==> config.mk <==
export PLATFORM = sky130hd
export DESIGN_NAME = dtu_core
export DESIGN_NICKNAME = d
export VERILOG_FILES = /design/src/dtu_pkg.sv /design/src/dtu_wide_timer.sv /design/src/dtu_core.sv
export VERILOG_INCLUDE_DIRS = /design/src /design/src/src
export SDC_FILE = /design/constraint.sdc
export NUM_CORES = 1
export LEC_CHECK = 0
export ABC_AREA = 1
export ABC_CLOCK_PERIOD_IN_PS = 6760
export BUFFER_PORTS_ARGS = -buffer_cell sky130_fd_sc_hd__buf_4
export CELL_PAD_IN_SITES_DETAIL_PLACEMENT = 1
export CELL_PAD_IN_SITES_GLOBAL_PLACEMENT = 1
export CORE_UTILIZATION = 47
export CTS_CLUSTER_DIAMETER = 120
export DETAILED_ROUTE_END_ITERATION = 10
export GPL_ROUTABILITY_DRIVEN = 0
export PLACE_DENSITY = 0.94
export SLEW_MARGIN = 20
export SYNTH_ARGS = -nofsm -noshare
export SYNTH_HDL_FRONTEND = slang
export SYNTH_HIERARCHICAL = 1
export SYNTH_SLANG_ARGS = --single-unit
==> constraint.sdc <==
create_clock -name clk -period 6.76 [get_ports clk]
set_input_delay 1.352 -clock clk [delete_from_list [all_inputs] [get_ports clk]]
set_output_delay 1.352 -clock clk [all_outputs]
set_load 0.05 [all_outputs]
==> src/dtu_regs.svh <==
`ifndef DTU_REGS_SVH
`define DTU_REGS_SVH

// ----------------------------------------------------------------
// Instruction codes on instr_op
// ----------------------------------------------------------------
`define DTU_OP_NOP            4'h0
`define DTU_OP_LOAD_IMM       4'h1
`define DTU_OP_STORE_MEM      4'h2
`define DTU_OP_LOAD_MEM       4'h3
`define DTU_OP_LOAD_IO        4'h4
`define DTU_OP_STORE_IO       4'h5
`define DTU_OP_TIMER_TO_WORD  4'h6
`define DTU_OP_WORD_TO_TIMER  4'h7
`define DTU_OP_ADD_IMM        4'h8
`define DTU_OP_SUB_IMM        4'h9
`define DTU_OP_SET_BIT_IO     4'hA
`define DTU_OP_CLR_BIT_IO     4'hB

// ----------------------------------------------------------------
// Software register offsets
// ----------------------------------------------------------------
`define DTU_REG_ACC           8'h00
`define DTU_REG_FLAGS         8'h04
`define DTU_REG_TMODE         8'h08
`define DTU_REG_TCNT_LO       8'h0C
`define DTU_REG_TCNT_HI       8'h10
`define DTU_REG_STATUS        8'h14

// ----------------------------------------------------------------
// Flag bit positions
// ----------------------------------------------------------------
`define DTU_FLAG_Z            0
`define DTU_FLAG_C            1
`define DTU_FLAG_AC           2
`define DTU_FLAG_OV           3

// ----------------------------------------------------------------
// Status bit positions
// ----------------------------------------------------------------
`define DTU_STAT_BUSY         0
`define DTU_STAT_BIT_ERR      1

// ----------------------------------------------------------------
// Timer mode register and limits
// ----------------------------------------------------------------
`define DTU_IO_TMODE          8'h06
`define DTU_TMODE_RUN_BIT     5
`define DTU_BIT_ADDR_MAX      8'h3F
`define DTU_ACC_RESET         8'h00
`define DTU_FLAGS_RESET       4'h0
`define DTU_TMODE_RESET       8'h00
`define DTU_TCNT_RESET        16'h0000

`endif

==> src/dtu_pkg.sv <==
package dtu_pkg;

    // Execution sequencer states
    typedef enum logic [1:0] {
        DTU_S_IDLE,
        DTU_S_STROBE,
        DTU_S_DATA,
        DTU_S_WRITE
    } dtu_state_t;

endpackage : dtu_pkg

==> src/dtu_wide_timer.sv <==
`timescale 1ns/1ps
`default_nettype none
`include "dtu_regs.svh"

module dtu_wide_timer #(
    parameter int WIDTH = 16
) (
    input  wire logic             clk,
    input  wire logic             rst,
    input  wire logic             run,
    input  wire logic             load,
    input  wire logic [WIDTH-1:0] load_value,
    output logic      [WIDTH-1:0] count
);

    // ------------------------------------------------------------
    // Counter
    // ------------------------------------------------------------
    // Load beats counting in the same cycle
    always_ff @(posedge clk or posedge rst) begin
        if (rst) begin
            count <= WIDTH'(`DTU_TCNT_RESET);
        end else if (load) begin
            count <= load_value;
        end else if (run) begin
            count <= count + WIDTH'(1);
        end
    end

endmodule : dtu_wide_timer
`default_nettype wire

==> src/dtu_core.sv <==
// Behaviour
// - Load immediate into accumulator, flags kept
// - Store accumulator to memory, flags kept
// - Load memory byte, zero flag from byte
// - Load IO register, zero flag from value
// - Store accumulator to IO, flags kept
// - Copy timer count to memory word
// - Load timer count from memory word
// - Zero flag set on zero result
// - Carry flag: add carry, subtract borrow
// - Half carry from low nibble
// - Overflow on signed range exceeded
// - Bit operands only at addresses 0..0x3F
// - Mode bit 5 runs or stops timer
`timescale 1ns/1ps
`default_nettype none
`include "dtu_regs.svh"

module dtu_core (
    input  wire logic       clk,
    input  wire logic       rst,
    // Instruction stream
    input  wire logic       instr_valid,
    input  wire logic [3:0] instr_op,
    input  wire logic [7:0] instr_addr,
    input  wire logic [7:0] instr_imm,
    output logic            instr_ready,
    output logic            instr_done,
    output logic            instr_error,
    // Data memory
    output logic      [7:0] mem_addr,
    output logic      [7:0] mem_wdata,
    output logic            mem_we,
    output logic            mem_re,
    input  wire logic [7:0] mem_rdata,
    // IO space
    output logic      [7:0] io_addr,
    output logic      [7:0] io_wdata,
    output logic            io_we,
    output logic            io_re,
    input  wire logic [7:0] io_rdata,
    // Software register port
    input  wire logic [7:0] reg_addr,
    input  wire logic [7:0] reg_wdata,
    input  wire logic       reg_we,
    input  wire logic       reg_re,
    output logic      [7:0] reg_rdata
);

    // ------------------------------------------------------------
    // State
    // ------------------------------------------------------------
    dtu_pkg::dtu_state_t state;      // Sequencer state
    dtu_pkg::dtu_state_t next_state;
    logic [3:0]  op;                 // Instruction in flight
    logic [3:0]  next_op;
    logic        hi;                 // Second byte of a word
    logic        next_hi;
    logic [7:0]  waddr;              // Operand address
    logic [7:0]  next_waddr;
    logic [7:0]  bitmask;            // One-hot bit for bit ops
    logic [7:0]  next_bitmask;
    logic [7:0]  lo_buf;             // Low byte of word read
    logic [7:0]  next_lo_buf;
    logic [15:0] snap;               // Timer count snapshot
    logic [15:0] next_snap;
    logic [7:0]  acc;                // Accumulator
    logic [7:0]  next_acc;
    logic [3:0]  flags;              // Z, C, AC, OV
    logic [3:0]  next_flags;
    logic [7:0]  tmode;              // Timer mode register
    logic [7:0]  next_tmode;
    logic        bit_err;            // Sticky bit-address fault
    logic        next_bit_err;
    logic        next_done;
    logic        next_error;
    logic        tload;              // Timer load pulse
    logic        next_tload;
    logic [15:0] tload_val;          // Timer load value
    logic [15:0] next_tload_val;
    logic [15:0] tcount;             // Live timer count
    logic [7:0]  next_mem_addr;
    logic [7:0]  next_mem_wdata;
    logic        next_mem_we;
    logic        next_mem_re;
    logic [7:0]  next_io_addr;
    logic [7:0]  next_io_wdata;
    logic        next_io_we;
    logic        next_io_re;
    logic [7:0]  next_reg_rdata;

    // ------------------------------------------------------------
    // Decode
    // ------------------------------------------------------------
    wire       take      = instr_valid && (state == dtu_pkg::DTU_S_IDLE);
    wire       is_tmode  = (instr_addr == `DTU_IO_TMODE);
    wire       bit_ok    = (instr_addr <= `DTU_BIT_ADDR_MAX);
    wire [7:0] imm_mask  = 8'h01 << instr_imm[2:0];
    wire       op_io     = (op == `DTU_OP_LOAD_IO)
                        || (op == `DTU_OP_SET_BIT_IO)
                        || (op == `DTU_OP_CLR_BIT_IO);
    wire [7:0] rd_byte   = op_io ? io_rdata : mem_rdata;
    wire [7:0] bit_new   = (op == `DTU_OP_SET_BIT_IO) ? (rd_byte | bitmask)
                                                      : (rd_byte & ~bitmask);
    wire [7:0] tmode_bit = (instr_op == `DTU_OP_SET_BIT_IO)
                        ? (tmode | imm_mask) : (tmode & ~imm_mask);

    // ------------------------------------------------------------
    // Arithmetic
    // ------------------------------------------------------------
    wire [8:0] add_sum  = {1'b0, acc} + {1'b0, instr_imm};
    wire [4:0] add_nib  = {1'b0, acc[3:0]} + {1'b0, instr_imm[3:0]};
    wire [8:0] sub_dif  = {1'b0, acc} - {1'b0, instr_imm};
    wire [4:0] sub_nib  = {1'b0, acc[3:0]} - {1'b0, instr_imm[3:0]};
    wire       add_ov   = (acc[7] == instr_imm[7])
                       && (add_sum[7] != acc[7]);
    wire       sub_ov   = (acc[7] != instr_imm[7])
                       && (sub_dif[7] != acc[7]);

    // ------------------------------------------------------------
    // Sequencer and datapath next values
    // ------------------------------------------------------------
    always_comb begin
        next_state     = state;
        next_op        = op;
        next_hi        = hi;
        next_waddr     = waddr;
        next_bitmask   = bitmask;
        next_lo_buf    = lo_buf;
        next_snap      = snap;
        next_acc       = acc;
        next_flags     = flags;
        next_tmode     = tmode;
        next_bit_err   = bit_err;
        next_done      = 1'b0;
        next_error     = 1'b0;
        next_tload     = 1'b0;
        next_tload_val = tload_val;
        next_mem_addr  = mem_addr;
        next_mem_wdata = mem_wdata;
        next_mem_we    = 1'b0;
        next_mem_re    = 1'b0;
        next_io_addr   = io_addr;
        next_io_wdata  = io_wdata;
        next_io_we     = 1'b0;
        next_io_re     = 1'b0;
        // Software writes; instruction results below override
        if (reg_we) begin
            case (reg_addr)
                `DTU_REG_ACC:    next_acc   = reg_wdata;
                `DTU_REG_FLAGS:  next_flags = reg_wdata[3:0];
                `DTU_REG_TMODE:  next_tmode = reg_wdata;
                `DTU_REG_STATUS: begin
                    // Write one clears the fault bit
                    if (reg_wdata[`DTU_STAT_BIT_ERR]) begin
                        next_bit_err = 1'b0;
                    end
                end
                default: ;
            endcase
        end
        case (state)
            dtu_pkg::DTU_S_IDLE: begin
                if (take) begin
                    next_op      = instr_op;
                    next_hi      = 1'b0;
                    next_waddr   = instr_addr;
                    next_bitmask = imm_mask;
                    case (instr_op)
                        `DTU_OP_LOAD_IMM: begin
                            next_acc  = instr_imm;
                            next_done = 1'b1;
                        end
                        `DTU_OP_ADD_IMM: begin
                            next_acc = add_sum[7:0];
                            next_flags[`DTU_FLAG_Z] =
                                (add_sum[7:0] == 8'h00);
                            next_flags[`DTU_FLAG_C]  = add_sum[8];
                            next_flags[`DTU_FLAG_AC] = add_nib[4];
                            next_flags[`DTU_FLAG_OV] = add_ov;
                            next_done = 1'b1;
                        end
                        `DTU_OP_SUB_IMM: begin
                            next_acc = sub_dif[7:0];
                            next_flags[`DTU_FLAG_Z] =
                                (sub_dif[7:0] == 8'h00);
                            next_flags[`DTU_FLAG_C]  = sub_dif[8];
                            next_flags[`DTU_FLAG_AC] = sub_nib[4];
                            next_flags[`DTU_FLAG_OV] = sub_ov;
                            next_done = 1'b1;
                        end
                        `DTU_OP_STORE_MEM: begin
                            next_mem_addr  = instr_addr;
                            next_mem_wdata = acc;
                            next_mem_we    = 1'b1;
                            next_state     = dtu_pkg::DTU_S_WRITE;
                        end
                        `DTU_OP_LOAD_MEM: begin
                            next_mem_addr = instr_addr;
                            next_mem_re   = 1'b1;
                            next_state    = dtu_pkg::DTU_S_STROBE;
                        end
                        `DTU_OP_STORE_IO: begin
                            if (is_tmode) begin
                                next_tmode = acc;
                                next_done  = 1'b1;
                            end else begin
                                next_io_addr  = instr_addr;
                                next_io_wdata = acc;
                                next_io_we    = 1'b1;
                                next_state    = dtu_pkg::DTU_S_WRITE;
                            end
                        end
                        `DTU_OP_LOAD_IO: begin
                            if (is_tmode) begin
                                next_acc = tmode;
                                next_flags[`DTU_FLAG_Z] = (tmode == 8'h00);
                                next_done = 1'b1;
                            end else begin
                                next_io_addr = instr_addr;
                                next_io_re   = 1'b1;
                                next_state   = dtu_pkg::DTU_S_STROBE;
                            end
                        end
                        `DTU_OP_SET_BIT_IO, `DTU_OP_CLR_BIT_IO: begin
                            if (!bit_ok) begin
                                next_error   = 1'b1;
                                next_bit_err = 1'b1;
                                next_done    = 1'b1;
                            end else if (is_tmode) begin
                                next_tmode = tmode_bit;
                                next_done  = 1'b1;
                            end else begin
                                next_io_addr = instr_addr;
                                next_io_re   = 1'b1;
                                next_state   = dtu_pkg::DTU_S_STROBE;
                            end
                        end
                        `DTU_OP_TIMER_TO_WORD: begin
                            next_snap      = tcount;
                            next_mem_addr  = instr_addr;
                            next_mem_wdata = tcount[7:0];
                            next_mem_we    = 1'b1;
                            next_state     = dtu_pkg::DTU_S_WRITE;
                        end
                        `DTU_OP_WORD_TO_TIMER: begin
                            next_mem_addr = instr_addr;
                            next_mem_re   = 1'b1;
                            next_state    = dtu_pkg::DTU_S_STROBE;
                        end
                        default: begin
                            next_done = 1'b1;
                        end
                    endcase
                end
            end
            dtu_pkg::DTU_S_STROBE: begin
                // Read strobe is on the bus; data follows
                next_state = dtu_pkg::DTU_S_DATA;
            end
            dtu_pkg::DTU_S_DATA: begin
                case (op)
                    `DTU_OP_LOAD_MEM, `DTU_OP_LOAD_IO: begin
                        next_acc = rd_byte;
                        next_flags[`DTU_FLAG_Z] = (rd_byte == 8'h00);
                        next_done  = 1'b1;
                        next_state = dtu_pkg::DTU_S_IDLE;
                    end
                    `DTU_OP_SET_BIT_IO, `DTU_OP_CLR_BIT_IO: begin
                        // Read-modify-write of one IO bit
                        next_io_wdata = bit_new;
                        next_io_we    = 1'b1;
                        next_state    = dtu_pkg::DTU_S_WRITE;
                    end
                    `DTU_OP_WORD_TO_TIMER: begin
                        if (!hi) begin
                            next_lo_buf   = mem_rdata;
                            next_hi       = 1'b1;
                            next_mem_addr = waddr + 8'h01;
                            next_mem_re   = 1'b1;
                            next_state    = dtu_pkg::DTU_S_STROBE;
                        end else begin
                            next_tload_val = {mem_rdata, lo_buf};
                            next_tload     = 1'b1;
                            next_done      = 1'b1;
                            next_state     = dtu_pkg::DTU_S_IDLE;
                        end
                    end
                    default: begin
                        next_done  = 1'b1;
                        next_state = dtu_pkg::DTU_S_IDLE;
                    end
                endcase
            end
            dtu_pkg::DTU_S_WRITE: begin
                if ((op == `DTU_OP_TIMER_TO_WORD) && !hi) begin
                    next_hi        = 1'b1;
                    next_mem_addr  = waddr + 8'h01;
                    next_mem_wdata = snap[15:8];
                    next_mem_we    = 1'b1;
                end else begin
                    next_done  = 1'b1;
                    next_state = dtu_pkg::DTU_S_IDLE;
                end
            end
            default: begin
                next_state = dtu_pkg::DTU_S_IDLE;
            end
        endcase
    end

    // ------------------------------------------------------------
    // Register read mux
    // ------------------------------------------------------------
    wire busy = (state != dtu_pkg::DTU_S_IDLE);
    always_comb begin
        next_reg_rdata = 8'h00;
        if (reg_re) begin
            case (reg_addr)
                `DTU_REG_ACC:     next_reg_rdata = acc;
                `DTU_REG_FLAGS:   next_reg_rdata = {4'h0, flags};
                `DTU_REG_TMODE:   next_reg_rdata = tmode;
                `DTU_REG_TCNT_LO: next_reg_rdata = tcount[7:0];
                `DTU_REG_TCNT_HI: next_reg_rdata = tcount[15:8];
                `DTU_REG_STATUS:  next_reg_rdata = {6'h00, bit_err, busy};
                default:          next_reg_rdata = 8'h00;
            endcase
        end
    end

    // ------------------------------------------------------------
    // Sequencer registers
    // ------------------------------------------------------------
    always_ff @(posedge clk or posedge rst) begin
        if (rst) begin
            state   <= dtu_pkg::DTU_S_IDLE;
            op      <= `DTU_OP_NOP;
            hi      <= 1'b0;
            waddr   <= 8'h00;
            bitmask <= 8'h00;
            lo_buf  <= 8'h00;
            snap    <= 16'h0000;
        end else begin
            state   <= next_state;
            op      <= next_op;
            hi      <= next_hi;
            waddr   <= next_waddr;
            bitmask <= next_bitmask;
            lo_buf  <= next_lo_buf;
            snap    <= next_snap;
        end
    end

    // ------------------------------------------------------------
    // Architectural registers
    // ------------------------------------------------------------
    always_ff @(posedge clk or posedge rst) begin
        if (rst) begin
            acc       <= `DTU_ACC_RESET;
            flags     <= `DTU_FLAGS_RESET;
            tmode     <= `DTU_TMODE_RESET;
            bit_err   <= 1'b0;
            tload     <= 1'b0;
            tload_val <= `DTU_TCNT_RESET;
            reg_rdata <= 8'h00;
        end else begin
            acc       <= next_acc;
            flags     <= next_flags;
            tmode     <= next_tmode;
            bit_err   <= next_bit_err;
            tload     <= next_tload;
            tload_val <= next_tload_val;
            reg_rdata <= next_reg_rdata;
        end
    end

    // ------------------------------------------------------------
    // Bus outputs
    // ------------------------------------------------------------
    always_ff @(posedge clk or posedge rst) begin
        if (rst) begin
            mem_addr    <= 8'h00;
            mem_wdata   <= 8'h00;
            mem_we      <= 1'b0;
            mem_re      <= 1'b0;
            io_addr     <= 8'h00;
            io_wdata    <= 8'h00;
            io_we       <= 1'b0;
            io_re       <= 1'b0;
            instr_done  <= 1'b0;
            instr_error <= 1'b0;
        end else begin
            mem_addr    <= next_mem_addr;
            mem_wdata   <= next_mem_wdata;
            mem_we      <= next_mem_we;
            mem_re      <= next_mem_re;
            io_addr     <= next_io_addr;
            io_wdata    <= next_io_wdata;
            io_we       <= next_io_we;
            io_re       <= next_io_re;
            instr_done  <= next_done;
            instr_error <= next_error;
        end
    end

    assign instr_ready = !busy;

    // ------------------------------------------------------------
    // Sixteen-bit timer
    // ------------------------------------------------------------
    dtu_wide_timer #(
        .WIDTH (16)
    ) u_sixteen_bit_timer (
        .clk        (clk),
        .rst        (rst),
        .run        (tmode[`DTU_TMODE_RUN_BIT]),
        .load       (tload),
        .load_value (tload_val),
        .count      (tcount)
    );

endmodule : dtu_core
`default_nettype wire

Yosys cells after proc, flatten, opt, wreduce, memory -nomap -nowiden
Index checks and enable logic that the tools add are counted.
- flip-flop bits (word level): 147
- input bits: 57
- output and inout bits: 47
- word-level logic and storage cells: 222
- $add $sub $neg: 6
- $lt $le $gt $ge: 1
- equal/unequal tests: 44
- shifts and indexed selects: 1
- muxes and demuxes: 101
- bitwise operators: 7
- reduce and logical (&&, ||, !) cells: 37
- operators by type and width (cell ; count):
    $mux 8 ; 29
    $pmux 8 s2 ; 6
    $pmux 8 s6 ; 1
    $logic_not 8->1 ; 5
    $mux 1 ; 38
    $mux 16 ; 2
    $pmux 8 s4 ; 1
    $eq 4x3->1 const B ; 7
    $eq 4x4->1 const B ; 6
    $pmux 8 s3 ; 1
    $add 16x1->16 const B ; 1
    $and 8x8->8 ; 2
    $eq 8x3->1 const B ; 2
    $eq 8x4->1 const B ; 2
    $eq 8x5->1 const B ; 2
    $not 8->8 ; 2
    $or 8x8->8 ; 2
    $ne 2x2->1 const B ; 7
    $eq 4x2->1 const B ; 3
    $mux 4 ; 3
    $pmux 1 s2 ; 6
    $pmux 1 s3 ; 4
    $reduce_and 4->1 ; 3
    $reduce_or 2->1 ; 6
    other kinds (34) ; 56

Depth between registers and ports, before layout
- depth after elaboration: 9
- mapped depth: 15
- depth with buffers taken out: 14

Cells and area by module
Netlist, hierarchy kept.
- by module, submodules not included (module ; instances ; cells an instance ; area each (sq um) ; sequential area each (sq um)):
    dtu_core ; 1 ; 1107 ; 7975.1 ; 3078.0
    dtu_wide_timer ; 1 ; 135 ; 1052.3 ; 400.4

Worst setup path after synthesis
OpenSTA, ideal clock, no wires.
- kind: input to register
- start point: input instr_op[3]
- end point: register flags[2]
- setup time: 0.119 ns
- arrival: 2.821 ns
- required time: 6.641 ns
- path slack: 3.820 ns
- stages on the path: 12
- buffers on the path: 0
- cells stage by stage: inv_2 > nor2_2 > nand3_1 > inv_2 > a31oi_1 > xor2_1 > ha_1 > a21oi_1 > o21ai_0 > xnor2_1 > o22ai_1 > inv_1
- word-level cells in the longest chain between the ends: 4
- elaborated cells between the ends (all ways): 5
- those cells by class: eq/ne: 2; mux: 3
- RTL lines (what ; RTL line ; RTL):
    start: declaration ; dtu_core.sv:24 ; input wire logic [3:0] instr_op,
    $eq 4x4->1 ; dtu_core.sv:169 ; case (instr_op)
    $pmux 3 s2 * ; dtu_core.sv:169 ;
    $mux 4 * ; dtu_core.sv:164 ; if (take) begin
    $mux 3 * ; dtu_core.sv:162 ; case (state)
    via next_flags[2] ; dtu_core.sv:70 ; logic [3:0] next_flags;
    end signal: assignment ; dtu_core.sv:360 ; flags <= `DTU_FLAGS_RESET;
    end signal: assignment ; dtu_core.sv:368 ; flags <= next_flags;
    end: declaration ; dtu_core.sv:69 ; logic [3:0] flags;
Mark *: on every way through the listed nets, which the timed path passes. The rest lies on a longest branch.
A chain may end at the register's enable or synchronous reset.

Final worst setup path
- start point: register state[1]
- end point: output instr_ready
- word-level cells in the longest chain between the ends: 2
- RTL lines (what ; RTL line ; RTL):
    start: declaration ; dtu_core.sv:53 ; dtu_pkg::dtu_state_t state;
    start signal: assignment ; dtu_core.sv:336 ; state <= dtu_pkg::DTU_S_IDLE;
    start signal: assignment ; dtu_core.sv:344 ; state <= next_state;
    $reduce_bool 2->1 ; dtu_core.sv:315 ; wire busy = (state != dtu_pkg::DTU_S_IDLE);
    $logic_not 1->1 ; dtu_core.sv:406 ; assign instr_ready = !busy;
    end: declaration ; dtu_core.sv:27 ; output logic instr_ready,
No other way between the ends.

==> flow_summary.yaml <==
yosys:
  synth_area_leaders: "dfrtp_1 (39%), nand2_1 (15%), inv_1 (5.8%)"
  yosysTopAreaCellShare: 0.385
  synth.distinct_cells: 50
  ys_warn_count: 6
  yosysTopAreaCell: "dfrtp_1"
  async_flop_share: 1.00
  ys_top_cells_by_count: "nand2_1 (357), inv_1 (140), dfrtp_1 (139)"
  syn_avg_cell_area_sq_um: 7.27
  syn-num-nets: 1333
  ys_ff_latch: 139
  synth_area_sq_mm: 0.00903
  synth-main-ff-cell: "dfrtp_1"
  yosysSeqAreaShare: 0.385
  synth_edf_count: 0
  syn_inst: 1242
  synth_most_common_cell: "nand2_1"
timing:
  period_needed_ns: 3.38
  fmax_ghz: 0.296
  relSlewSlack: 0.416
  worst_pin_slew_ns: 0.876
  holdWs_ns: 0.492
  setup-tns-final_ns: 0
  slew_viol_final: 0
  setup_violations: 0
  fin_crit_sh: 0.500
  setup_slack_ns: 3.38
  hold_viol_final: 0
  finalClockSkew_ns: 0.00819
  rsz0062_at_grt: "no"
clock_tree:
  cts_tree: "done"
  post_cts_buffers: 0
  htree_levels: 4
  hold_buffers: 0
  clk_latency_ns: 0.44
  path_clk_slew_ns: 0.07
  cts.repair.resized: 0
  numCtsBuffers: 17
  cts-root-buf: "clkbuf_16"
  clkSinkCount: 139
  cts_buffer_depth: 2
routing:
  ant_nets: 0
  drc: 0
  viasPerCell: 6.08
  drt_iter0_drc: 942
  first_pass_iters: 5
  num_vias: 9632
  wl_microns: 34900
  drt-wirelength-per-cell_microns: 22.0
setup_path:
  crit_path_max_fanout: 17
  r2r_slack_ns: 3.46
  required_ns: 5.41
  cpPeakStageDelay_ns: 0.73
  critPathKind: "register to output pin"
  critical_path_buf_inv_count: 2
  crit_family: "adder cells"
  path_cells: "inv_1, ha_1, buf_4"
  crit_slowest_cell: "ha_1"
  startpoint_type: "register"
  arrival_ns: 2.03
  timing.critical_path.to_type: "output pin"
floorplan:
  pin_count: 104
  fp-row-count: 50
  dieArea_sq_mm: 0.0198
  die_x_microns: 141
  die_y_microns: 141
  core_sq_mm: 0.0188
  start_util: 0.481
global_routing:
  grt_max_degree: 67
  gr-total-overflow: 0
  grt_pass1_wl_microns: 54900
  antenna_found_initial: 0
  grt_util_all_layers: 0.363
  grt_pass1_vias: 9845
run:
  maxCapViolCount: 0
finish:
  area_growth_pct: 16.6
  drive_gt1_frac: 0.160
  nets: 1429
  final_util: 0.561
  antenna_cells: 0
placement:
  hpwlAfterDp_microns: 25600
  port_buffers: 103
  place_ws_ns: 3.26
power:
  power_density_mw_per_mm2: 450
  leakagePower_nw: 5.31
  ir_worst_vdd_uv: 262
  total_power_w: 0.00474
worst_hold_path:
  hp-class: "register to register"
status:
  status: "finished clean"
==> flip-flops by register name, summed over array words and instances, names as in the netlist, 2 cells and up <==
name	count
lo_buf	8
tmode	8
flags	4
io_wdata	8
io_addr	8
op	4
state	2
mem_wdata	8
waddr	8
acc	8
tload_val	16
bitmask	8
reg_rdata	8
mem_addr	8
u_sixteen_bit_timer/count	16
snap	8
==> cell type report <==
type	instances	area, sq um
fillers	2421	8240
multi-input cells	909	4780
flip-flops and latches	139	3480
repair buffers	106	796
inverters	165	623
clock buffers	20	457
well taps	234	293
clock inverters	12	104
==> stage by stage <==
stage	cell area, sq um	std cells
floorplan	9030	1242
CTS	10500	1585
detailed placement	9970	1553
global route	10500	1585
global placement	9970	1553
finish	10500	1585
==> layout by cell type, fill, tap and decap left out, drive strengths merged, types with 2 or more instances in the layout <==
| cell | instances |
|---|---|
| o31ai | 3 |
| mux2 | 6 |
| xor2 | 6 |
| nand4 | 14 |
| a31oi | 3 |
| a22oi | 13 |
| a21oi | 70 |
| xnor2 | 7 |
| clkinvlp | 2 |
| and2 | 3 |
| clkbuf | 20 |
| nor2 | 110 |
| inv | 167 |
| o21a | 8 |
| o21ai | 118 |
| nand2 | 369 |
| o22ai | 16 |
| a32o | 4 |
| or2 | 2 |
| o211ai | 15 |
| ha | 32 |
| mux2i | 6 |
| nand3 | 67 |
| clkinv | 8 |
| o221ai | 8 |
| o21bai | 8 |
| nor3 | 14 |
| buf | 106 |
| fa | 2 |
| dfrtp | 139 |
==> worst reg2reg max path: stages, from the launching register on <==
cell	delay [ns]
dfrtp_1	0.43
inv_1	0.11
ha_1	0.73
nand2_1	0.13
buf_4	0.33
inv_1	0.47
nand3_1	0.28
o21ai_2	0.29
nand2_4	0.15
a21oi_1	0.19
a21oi_1	0.08
==> cell families (layout without fill, tap and decap cells) <==
group,after synthesis,count (layout),synth area share
XOR/XNOR,13,13,0.0126
multiplexers,12,12,0.0141
buffers and inverters,194,303,0.0855
AND/OR/NAND/NOR,582,582,0.279
AO/OA/AOI/OAI,268,268,0.174
flip-flops,139,139,0.385
adder cells (fa/ha/maj),34,34,0.0488
==> per-layer routing <==
metal / track usage / share of wire / vias up
met5: 0 / 0 / -
met4: 0.182 / 0.047 / 0
met3: 0.0639 / 0.081 / 129
met2: 0.581 / 0.46 / 495
met1: 0.475 / 0.41 / 4746
li1: - / - / 4262
==> final timing paths <==
| path | start | to | depth (start not counted) |
|---|---|---|---|
| worst max-delay path | state[1] | instr_ready | 3 |
| worst min-delay path | mem_addr[0] | mem_addr[0] | 2 |
| worst max register to register | state[1] | io_wdata[3] | 10 |
| worst min register to register | mem_addr[0] | mem_addr[0] | 2 |
| max in group asynchronous | rst | tload_val[2] | 3 |
| min in group asynchronous | rst | u_sixteen_bit_timer/count[0] | 2 |
==> power by group <==
| part | switching [W] | internal [W] |
|---|---|---|
| clock | 0.000423 | 0.000500 |
| combinational | 0.00161 | 0.000705 |
| sequential | 0.000359 | 0.00114 |
Note: power is estimated with default switching activity, not from simulation.
